[src/bridge_upper_cfg.svh]
`ifndef BRIDGE_UPPER_CFG_SVH
`define BRIDGE_UPPER_CFG_SVH

// Dword byte offsets in configuration space
`define OFS_PF_BASE_HIGH 8'h28
`define OFS_PF_LIMIT_HIGH 8'h2C
`define OFS_IO_HIGH 8'h30
`define OFS_CAP_PTR 8'h34
`define OFS_ROM_BASE 8'h38
`define OFS_INTR_BCTL 8'h3C

// Reset and fixed values
`define RST_PF_BASE_HIGH 32'h0000_0000
`define RST_PF_LIMIT_HIGH 32'h0000_0000
`define RST_IO_BASE_HIGH 16'h0000
`define RST_IO_LIMIT_HIGH 16'h0000
`define RST_INTR_ROUTE 8'h00
`define RST_BCTL 16'h0000
`define VAL_CAP_PTR 8'h80
`define VAL_ROM_BASE 32'h0000_0000
`define VAL_INTR_PIN 8'h00
`define VAL_ALL_ONES 32'hFFFF_FFFF

// Bridge control fields, positions within the upper half-word
`define BCTL_PARITY_RESP 0
`define BCTL_SEC_SERR_EN 1
`define BCTL_ISA_EN 2
`define BCTL_VGA_EN 3
`define BCTL_MA_MODE 5
`define BCTL_SEC_RESET 6
`define BCTL_PRI_SHORT 8
`define BCTL_SEC_SHORT 9
`define BCTL_DISCARD_STS 10
`define BCTL_DISCARD_SERR 11
`define BCTL_RW_MASK 16'h0B6F

// Discard timer lengths as powers of two of PCI clocks
`define DISCARD_LONG_EXP 15
`define DISCARD_SHORT_EXP 10

// Legacy VGA decode
`define VGA_MEM_LO 64'h0000_0000_000A_0000
`define VGA_MEM_HI 64'h0000_0000_000B_FFFF
`define VGA_IO_A_LO 10'h3B0
`define VGA_IO_A_HI 10'h3BB
`define VGA_IO_B_LO 10'h3C0
`define VGA_IO_B_HI 10'h3DF

`endif

[src/bridge_upper_pkg.sv]
package bridge_upper_pkg;

  typedef struct packed {
    logic wr;
    logic rd;
    logic [7:0] offset;
    logic [3:0] byte_en;
    logic [31:0] wdata;
  } cfg_req_t;

  typedef struct packed {
    logic valid;
    logic is_read;
    logic non_posted;
    logic pcix;
    logic ta_possible;
  } abort_evt_t;

  typedef struct packed {
    logic all_ones;
    logic discard_write;
    logic target_abort;
    logic split_completion;
    logic [31:0] fill_data;
  } abort_resp_t;

  typedef struct packed {
    logic is_io;
    logic is_mem;
    logic [63:0] addr;
  } fwd_query_t;

  typedef struct packed {
    logic [3:0] io_base_low;
    logic [3:0] io_limit_low;
    logic [11:0] pf_base_low;
    logic [11:0] pf_limit_low;
    logic mem_window_hit;
    logic io_enable;
    logic mem_enable;
    logic serr_enable;
  } lower_hdr_t;

  typedef enum logic [1:0] {
    TMR_IDLE = 2'b01,
    TMR_RUN = 2'b10
  } tmr_state_t;

endpackage : bridge_upper_pkg

[src/bridge_config_upper_header.sv]
`timescale 1ns/100ps
`include "bridge_upper_cfg.svh"
module bridge_config_upper_header #(
  parameter int unsigned LONG_DISCARD_CYCLES = 32'd1 << `DISCARD_LONG_EXP
) (
  input wire logic clock,
  input wire logic rst,
  input wire bridge_upper_pkg::cfg_req_t cfg_req,
  output logic cfg_ack,
  output logic [31:0] cfg_rdata,
  input wire logic primary_pcix_mode,
  input wire logic secondary_pcix_mode,
  input wire logic [1:0] discard_start,
  input wire logic [1:0] discard_done,
  input wire bridge_upper_pkg::lower_hdr_t lower_hdr,
  input wire bridge_upper_pkg::abort_evt_t abort_evt,
  output bridge_upper_pkg::abort_resp_t abort_resp,
  input wire bridge_upper_pkg::fwd_query_t fwd_query,
  output logic fwd_downstream,
  output logic fwd_upstream,
  input wire logic secondary_system_error_in,
  input wire logic secondary_parity_err,
  output logic secondary_parity_detected,
  output logic primary_system_error_out,
  output logic secondary_reset_n
);
  import bridge_upper_pkg::*;

  localparam logic [15:0] LONG_CNT = 16'(LONG_DISCARD_CYCLES);
  localparam logic [15:0] SHORT_CNT = 16'(32'd1 << `DISCARD_SHORT_EXP);

  function automatic logic [31:0] merge_be(
    input logic [31:0] old_val,
    input logic [31:0] new_val,
    input logic [3:0] be
  );
    logic [31:0] res;
    res = old_val;
    for (int b = 0; b < 4; b++) begin
      if (be[b]) begin
        res[8*b +: 8] = new_val[8*b +: 8];
      end
    end
    return res;
  endfunction : merge_be

  function automatic logic in_range(
    input logic [63:0] val,
    input logic [63:0] lo,
    input logic [63:0] hi
  );
    return (val >= lo) && (val <= hi);
  endfunction : in_range

  // Register state
  logic [31:0] pf_base_high_ff;
  logic [31:0] pf_limit_high_ff;
  logic [15:0] io_base_high_ff;
  logic [15:0] io_limit_high_ff;
  logic [7:0] intr_route_ff;
  logic [15:0] bctl_ff;
  logic cfg_ack_ff;
  logic [31:0] cfg_rdata_ff;

  // Address decode
  wire logic [31:0] wr_data = cfg_req.wdata;
  wire logic [3:0] wr_be = cfg_req.byte_en;
  wire logic sel_pfb = cfg_req.offset == `OFS_PF_BASE_HIGH;
  wire logic sel_pfl = cfg_req.offset == `OFS_PF_LIMIT_HIGH;
  wire logic sel_io = cfg_req.offset == `OFS_IO_HIGH;
  wire logic sel_cap = cfg_req.offset == `OFS_CAP_PTR;
  wire logic sel_rom = cfg_req.offset == `OFS_ROM_BASE;
  wire logic sel_ib = cfg_req.offset == `OFS_INTR_BCTL;
  wire logic wr_pfb = cfg_req.wr && sel_pfb;
  wire logic wr_pfl = cfg_req.wr && sel_pfl;
  wire logic wr_io = cfg_req.wr && sel_io;
  wire logic wr_ib = cfg_req.wr && sel_ib;

  wire logic [31:0] io_word = {io_limit_high_ff, io_base_high_ff};
  wire logic [31:0] ib_word = {bctl_ff, `VAL_INTR_PIN, intr_route_ff};
  wire logic [31:0] nxt_pfb = merge_be(pf_base_high_ff, wr_data, wr_be);
  wire logic [31:0] nxt_pfl = merge_be(pf_limit_high_ff, wr_data, wr_be);
  wire logic [31:0] io_merged = merge_be(io_word, wr_data, wr_be);
  wire logic [31:0] ib_merged = merge_be(ib_word, wr_data, wr_be);

  // Read mux; offsets outside this block read zero
  logic [31:0] rd_mux;
  always_comb begin
    rd_mux = 32'h0000_0000;
    if (sel_pfb) begin
      rd_mux = pf_base_high_ff;
    end
    if (sel_pfl) begin
      rd_mux = pf_limit_high_ff;
    end
    if (sel_io) begin
      rd_mux = io_word;
    end
    if (sel_cap) begin
      rd_mux = {24'h00_0000, `VAL_CAP_PTR};
    end
    if (sel_rom) begin
      rd_mux = `VAL_ROM_BASE;
    end
    if (sel_ib) begin
      rd_mux = ib_word;
    end
  end

  // Discard timers, index 0 primary, 1 secondary
  tmr_state_t tmr_state_ff [2];
  tmr_state_t nxt_tmr_state [2];
  logic [15:0] tmr_cnt_ff [2];
  logic [15:0] nxt_tmr_cnt [2];
  logic [1:0] expire_ff;
  logic [1:0] nxt_expire;
  wire logic [1:0] tmr_pcix = {secondary_pcix_mode, primary_pcix_mode};
  wire logic [1:0] tmr_short = {bctl_ff[`BCTL_SEC_SHORT], bctl_ff[`BCTL_PRI_SHORT]};

  always_comb begin
    for (int t = 0; t < 2; t++) begin
      nxt_tmr_state[t] = tmr_state_ff[t];
      nxt_tmr_cnt[t] = tmr_cnt_ff[t];
      nxt_expire[t] = 1'b0;
      unique case (tmr_state_ff[t])
        TMR_IDLE: begin
          // Timers do not run in PCI-X mode, so the length bit is moot there
          if (discard_start[t] && !tmr_pcix[t]) begin
            nxt_tmr_state[t] = TMR_RUN;
            nxt_tmr_cnt[t] = (tmr_short[t] ? SHORT_CNT : LONG_CNT) - 16'h0001;
          end
        end
        TMR_RUN: begin
          if (discard_done[t] || tmr_pcix[t]) begin
            nxt_tmr_state[t] = TMR_IDLE;
          end else if (tmr_cnt_ff[t] == 16'h0000) begin
            nxt_tmr_state[t] = TMR_IDLE;
            nxt_expire[t] = 1'b1;
          end else begin
            nxt_tmr_cnt[t] = tmr_cnt_ff[t] - 16'h0001;
          end
        end
        default: begin
          nxt_tmr_state[t] = TMR_IDLE;
        end
      endcase
    end
  end

  always_ff @(posedge clock) begin
    if (rst) begin
      for (int t = 0; t < 2; t++) begin
        tmr_state_ff[t] <= TMR_IDLE;
        tmr_cnt_ff[t] <= 16'h0000;
      end
      expire_ff <= 2'b00;
    end else begin
      tmr_state_ff <= nxt_tmr_state;
      tmr_cnt_ff <= nxt_tmr_cnt;
      expire_ff <= nxt_expire;
    end
  end

  // Bridge control update
  wire logic any_expire = |expire_ff;
  wire logic bctl_w1c = wr_ib && wr_be[3] && wr_data[16 + `BCTL_DISCARD_STS];
  wire logic sts_set = any_expire && !primary_pcix_mode;
  logic [15:0] nxt_bctl;
  always_comb begin
    nxt_bctl = bctl_ff;
    if (wr_ib) begin
      nxt_bctl = ib_merged[31:16] & `BCTL_RW_MASK;
      nxt_bctl[`BCTL_DISCARD_STS] = bctl_ff[`BCTL_DISCARD_STS];
    end
    if (bctl_w1c) begin
      nxt_bctl[`BCTL_DISCARD_STS] = 1'b0;
    end
    if (sts_set) begin
      nxt_bctl[`BCTL_DISCARD_STS] = 1'b1;
    end
    if (primary_pcix_mode) begin
      nxt_bctl[`BCTL_DISCARD_STS] = 1'b0;
    end
  end

  // One process per register, except the shared I/O base and limit pair, keeps each write path easy to follow
  always_ff @(posedge clock) begin
    if (rst) begin
      pf_base_high_ff <= `RST_PF_BASE_HIGH;
    end else if (wr_pfb) begin
      pf_base_high_ff <= nxt_pfb;
    end
  end

  always_ff @(posedge clock) begin
    if (rst) begin
      pf_limit_high_ff <= `RST_PF_LIMIT_HIGH;
    end else if (wr_pfl) begin
      pf_limit_high_ff <= nxt_pfl;
    end
  end

  // Base and limit share one dword, so byte enables split them
  always_ff @(posedge clock) begin
    if (rst) begin
      io_base_high_ff <= `RST_IO_BASE_HIGH;
      io_limit_high_ff <= `RST_IO_LIMIT_HIGH;
    end else if (wr_io) begin
      io_base_high_ff <= io_merged[15:0];
      io_limit_high_ff <= io_merged[31:16];
    end
  end

  // Routing byte is plain storage; only configuration reads return it
  always_ff @(posedge clock) begin
    if (rst) begin
      intr_route_ff <= `RST_INTR_ROUTE;
    end else if (wr_ib) begin
      intr_route_ff <= ib_merged[7:0];
    end
  end

  always_ff @(posedge clock) begin
    if (rst) begin
      bctl_ff <= `RST_BCTL;
    end else begin
      bctl_ff <= nxt_bctl;
    end
  end

  // Every request is answered, even to unmapped offsets
  always_ff @(posedge clock) begin
    if (rst) begin
      cfg_ack_ff <= 1'b0;
    end else begin
      cfg_ack_ff <= cfg_req.rd || cfg_req.wr;
    end
  end

  // Read data reads zero outside a read so stale values never linger
  always_ff @(posedge clock) begin
    if (rst) begin
      cfg_rdata_ff <= 32'h0000_0000;
    end else begin
      cfg_rdata_ff <= cfg_req.rd ? rd_mux : 32'h0000_0000;
    end
  end

  assign cfg_ack = cfg_ack_ff;
  assign cfg_rdata = cfg_rdata_ff;

  // Master abort handling
  wire logic ma_conv = abort_evt.valid && !abort_evt.pcix;
  wire logic ma_report = bctl_ff[`BCTL_MA_MODE];
  wire logic ma_split = abort_evt.valid && abort_evt.pcix && abort_evt.non_posted;
  wire logic ma_ones = ma_conv && !ma_report && abort_evt.is_read;
  wire logic ma_drop = ma_conv && !ma_report && !abort_evt.is_read;
  wire logic ma_tabort = ma_conv && ma_report && abort_evt.ta_possible;
  wire logic ma_serr = ma_conv && ma_report && !abort_evt.ta_possible && lower_hdr.serr_enable;
  abort_resp_t abort_resp_ff;

  always_ff @(posedge clock) begin
    if (rst) begin
      abort_resp_ff <= '0;
    end else begin
      abort_resp_ff.all_ones <= ma_ones;
      abort_resp_ff.discard_write <= ma_drop;
      abort_resp_ff.target_abort <= ma_tabort;
      abort_resp_ff.split_completion <= ma_split;
      abort_resp_ff.fill_data <= ma_ones ? `VAL_ALL_ONES : 32'h0000_0000;
    end
  end

  assign abort_resp = abort_resp_ff;

  // System error and parity
  wire logic dt_serr = any_expire && bctl_ff[`BCTL_DISCARD_SERR] && !primary_pcix_mode;
  wire logic fwd_serr = secondary_system_error_in && bctl_ff[`BCTL_SEC_SERR_EN];
  logic serr_ff;
  logic parity_ff;
  logic sec_reset_n_ff;

  always_ff @(posedge clock) begin
    if (rst) begin
      serr_ff <= 1'b0;
    end else begin
      serr_ff <= dt_serr || fwd_serr || ma_serr;
    end
  end

  always_ff @(posedge clock) begin
    if (rst) begin
      parity_ff <= 1'b0;
    end else begin
      parity_ff <= secondary_parity_err && bctl_ff[`BCTL_PARITY_RESP];
    end
  end

  // Secondary bus stays in reset while the primary bus is in reset
  always_ff @(posedge clock) begin
    if (rst) begin
      sec_reset_n_ff <= 1'b0;
    end else begin
      sec_reset_n_ff <= !bctl_ff[`BCTL_SEC_RESET];
    end
  end

  assign primary_system_error_out = serr_ff;
  assign secondary_parity_detected = parity_ff;
  assign secondary_reset_n = sec_reset_n_ff;

  // Forwarding decode
  wire logic [63:0] qa = fwd_query.addr;
  wire logic [63:0] io_lo = {32'h0, io_base_high_ff, lower_hdr.io_base_low, 12'h000};
  wire logic [63:0] io_hi = {32'h0, io_limit_high_ff, lower_hdr.io_limit_low, 12'hFFF};
  wire logic [63:0] pf_lo = {pf_base_high_ff, lower_hdr.pf_base_low, 20'h00000};
  wire logic [63:0] pf_hi = {pf_limit_high_ff, lower_hdr.pf_limit_low, 20'hFFFFF};
  wire logic io_hit = fwd_query.is_io && in_range(qa, io_lo, io_hi);
  wire logic pf_hit = fwd_query.is_mem && in_range(qa, pf_lo, pf_hi);
  wire logic mem_hit = fwd_query.is_mem && (lower_hdr.mem_window_hit || pf_hit);
  wire logic low_64k = qa[63:16] == 48'h0;
  wire logic [63:0] qa_io10 = {54'h0, qa[9:0]};
  // Legacy VGA I/O decodes only ten bits, so aliases above 3FFh also match
  wire logic vga_io = fwd_query.is_io && low_64k &&
    (in_range(qa_io10, {54'h0, `VGA_IO_A_LO}, {54'h0, `VGA_IO_A_HI}) ||
     in_range(qa_io10, {54'h0, `VGA_IO_B_LO}, {54'h0, `VGA_IO_B_HI}));
  wire logic vga_mem = fwd_query.is_mem && in_range(qa, `VGA_MEM_LO, `VGA_MEM_HI);
  wire logic vga_fwd = bctl_ff[`BCTL_VGA_EN] &&
    ((vga_io && lower_hdr.io_enable) || (vga_mem && lower_hdr.mem_enable));
  wire logic isa_up = io_hit && bctl_ff[`BCTL_ISA_EN] && low_64k;
  wire logic win_io = io_hit && lower_hdr.io_enable && !isa_up;
  wire logic win_mem = mem_hit && lower_hdr.mem_enable;
  logic fwd_down_ff;
  logic fwd_up_ff;

  always_ff @(posedge clock) begin
    if (rst) begin
      fwd_down_ff <= 1'b0;
    end else begin
      fwd_down_ff <= vga_fwd || win_io || win_mem;
    end
  end

  // VGA forwarding wins over ISA, so one query never goes both ways
  always_ff @(posedge clock) begin
    if (rst) begin
      fwd_up_ff <= 1'b0;
    end else begin
      fwd_up_ff <= isa_up && !vga_fwd;
    end
  end

  assign fwd_downstream = fwd_down_ff;
  assign fwd_upstream = fwd_up_ff;

endmodule : bridge_config_upper_header

[config.mk]
export PLATFORM = sky130hd
export DESIGN_NAME = bridge_config_upper_header
export DESIGN_NICKNAME = d
export VERILOG_FILES = /design/src/bridge_upper_pkg.sv /design/src/bridge_config_upper_header.sv
export VERILOG_INCLUDE_DIRS = /design/src /design/src/src
export SDC_FILE = /design/constraint.sdc
export NUM_CORES = 1
export LEC_CHECK = 0
export BUFFER_PORTS_ARGS = -buffer_cell sky130_fd_sc_hd__clkbuf_2
export CAP_MARGIN = 20
export CORE_ASPECT_RATIO = 0.8
export CORE_MARGIN = 5
export CORE_UTILIZATION = 30
export CTS_CLUSTER_SIZE = 12
export DETAILED_ROUTE_END_ITERATION = 8
export PLACE_DENSITY = 0.57
export SYNTH_ARGS = -nofsm -noshare
export SYNTH_HDL_FRONTEND = slang
export SYNTH_SLANG_ARGS = --single-unit
[constraint.sdc]
create_clock -name clock -period 4.95 [get_ports clock]
set_input_delay 0.99 -clock clock [delete_from_list [all_inputs] [get_ports clock]]
set_output_delay 0.99 -clock clock [all_outputs]
set_load 0.01 [all_outputs]
==> results.toml <==
[clock_tree]
cts_hold_buffers = 0
cts_resized = 0
cts_tree = "built"
clk-insertion-delay-late_ps = 440
cts-buffers-inserted = 17
cts_sinks = 194
clock_path_buffers = 2
postCtsSetupBuffers = 0
cts_root_buf = "clkbuf_16"
htree_levels = 4
path_clk_slew_ps = 70

[sta]
slew_viol_final = 0
finClkSkew_ps = 10.6
slew_headroom = 0.368
fin_setup_tns_ps = 0
hold_viol_final = 0
setup_viol = 0
period_needed_ps = 3280
max_freq_mhz = 305
finalCritPeriodShare = 0.663
layout_setup_ws_ps = 1670
tightest_slew_ps = 945
rsz0062_at_grt = "no"

[route]
wl_um = 37500
ant_nets = 0
viasPerCell = 5.12
drc = 0
via_count = 10700
drt_iter0_drc = 876
wl_per_cell_um = 17.9
first_pass_iters = 6

[yosys]
netlist.area_leader.share = 0.340
synth.avg_cell_area_um2 = 8.14
synth_top_family_by_area = "simple AND/OR/NAND/NOR gates"
synthMuxAreaShare = 0.0659
yosys-top-cells-area = "dfxtp_1 (34%), ha_1 (14%), mux2i_1 (6.4%)"
synth-xor-area-share = 0.00613
synth_cell_type_count = 70
synth_compound_area_frac = 0.158
ys_warn_count = 0
synth-edff-count = 0
synth_nets = 1697
synth_area_leader_cell = "dfxtp_1"
netlist_area_mm2 = 0.0114
synth-seq-cells = 194
synthArstFlopShare = 0
seq_area_frac_synth = 0.340
yosys.area_share.simple = 0.203
synthCells = 1404
synthAdderAreaFrac = 0.142
ys.flop_type = "dfxtp_1"

[layout]
nets = 1880
drive_above_1_share = 0.188
utilization = 0.355
areaGrowthSynthToFinish_pct = 18.0

[power]
p_comb_frac = 0.127
p_sw_frac = 0.262
internal-power_mw = 2.54
clkPwrFrac = 0.407
p_seq_frac = 0.467
power_leakage_nw = 5.23
irDropWorstVdd_v = 0.000134
powerDensity_mw_per_mm2 = 256
p_switching_uw = 903

[run_status]
run_status = "finished clean"

[placed_design]
dp_hpwl_um = 29600
place.gp.congestion = 0.845
dp_slack_ps = 1170
port_buffers = 236

[global_route]
grt.total_usage = 0.173
grt_pass1_vias = 10100
grt_max_degree = 67
grt_pass1_wl_um = 57600
antenna_found_initial = 7
grt_overflow_total = 0

[setup_path]
crit_path_start_kind = "input port"
path_class = "input port to flip-flop"
reg2reg_from = "pf_limit_high_ff[14]"
worst_ep_arrival_time_ps = 3640
crit_fanout = 5
crit_path_end_kind = "flip-flop"
critPathRequiredTime_ps = 5300
worstSetupStartpoint = "fwd_query[23]"

[floorplan]
die_w_um = 228
io_pins = 237
die-area_mm2 = 0.0421
row_count = 64
coreArea_mm2 = 0.0380
fp.dieH_um = 185
start_util = 0.301

[min_path]
holdCritPathClass = "flip-flop to flip-flop"
hp-start = "intr_route_ff[0]"

[run]
cap_violations = 0
-- metrics by stage --
stage          instances  total power, mW  cell area (µm²)  hold slack [ps]
5_1_grt             2098             3.61            13500              477
3_3_place_gp        2063             2.07            12900              446
2_1_floorplan       1404             1.89            11400              413
3_5_place_dp        2063             2.08            12900              450
6_report            2098             3.45            13500              462
4_1_cts             2095             3.48            13500              461
-- sequential cells by signal, indices dropped and copies added (netlist names) --
signal                     cells
abort_resp                     4
bctl_ff                       10
cfg_ack                        1
cfg_rdata                     32
expire_ff                      2
fwd_downstream                 1
fwd_upstream                   1
intr_route_ff                  8
io_base_high_ff               16
io_limit_high_ff              16
pf_base_high_ff               32
pf_limit_high_ff              32
primary_system_error_out       1
secondary_parity_detected      1
secondary_reset_n              1
tmr_cnt_ff                    32
tmr_state_ff                   4
-- metal layers --
metal,up-vias,part of all wire,track usage
met5,-,0.00091,0
met4,6,0.020,0.0472
met3,43,0.073,0.0454
met2,358,0.44,0.268
met1,5061,0.46,0.239
li1,5275,-,-
-- area by class of cell --
class	instances	area, µm²
fillers	4025	24500
multi-input cells	988	6590
flip-flops and latches	194	3880
repair buffers	250	1290
well taps	495	619
inverters	136	510
clock buffers	23	478
clock inverters	9	105
diodes	3	7.51
-- kinds of logic (layout without fill, tap and decap cells) --
| kind of cell | after synthesis | after routing |
|---|---|---|
| flops | 194 | 194 |
| xor+xnor | 8 | 8 |
| buf+inv | 222 | 418 |
| mux | 75 | 75 |
| other cells | 0 | 3 |
| compound gates | 283 | 283 |
| fa+ha+maj | 130 | 130 |
| simple gates | 492 | 492 |
-- synthesized netlist by cell type, types with 7 or more instances --
library cell / count
a211oi_1: 11
nand4_1: 19
nand3_1: 23
a22oi_1: 34
and3_1: 17
nor4_1: 28
or4_1: 8
mux2i_1: 73
buf_4: 33
nor2_1: 155
nand2_1: 175
dfxtp_1: 194
a21oi_1: 138
ha_1: 130
o21ai_0: 37
buf_2: 7
a221oi_1: 8
clkbuf_1: 46
nand2b_1: 8
a222oi_1: 14
nor3_1: 21
inv_1: 136
-- power by group through the flow --
stage	Clock, mW	Combinational [mW]	Sequential [mW]
floorplan	0	0.252	1.64
global placement	0	0.422	1.64
detailed placement	0	0.434	1.64
CTS	1.44	0.436	1.61
global route	1.50	0.493	1.61
finish	1.40	0.437	1.61
-- worst paths after layout --
path / depth (start not counted) / slack (ps) / endpoint
worst max-delay path: 9 / 1670 / fwd_downstream
worst min-delay path: 2 / 460 / intr_route_ff[0]
worst max register to register: 9 / 2080 / fwd_downstream
worst min register to register: 2 / 460 / intr_route_ff[0]
-- worst max-delay path: stages --
cell	delay, ps
clkbuf_2	160
ha_1	310
or4b_2	580
nor3_1	220
a211oi_1	150
o21ai_0	470
a311o_1	420
a21oi_1	130
o31ai_1	200
-- cell usage in the layout (no fill, tap or decap), drive strengths merged, types with 6 or more instances in the layout --
| master | n |
|---|---|
| a21oi | 139 |
| nand4 | 19 |
| nand2b | 9 |
| o21ai | 38 |
| a22oi | 34 |
| xor2 | 6 |
| buf | 15 |
| clkbuf | 258 |
| clkinv | 6 |
| inv | 136 |
| ha | 130 |
| and3 | 17 |
| nor3 | 21 |
| nand2 | 176 |
| or4 | 10 |
| and4 | 6 |
| mux2i | 73 |
| a222oi | 14 |
| a211oi | 11 |
| nand3 | 23 |
| a221oi | 8 |
| nor2 | 155 |
| nor4 | 30 |
| dfxtp | 194 |
No activity file was read; power rests on OpenSTA's default activity.
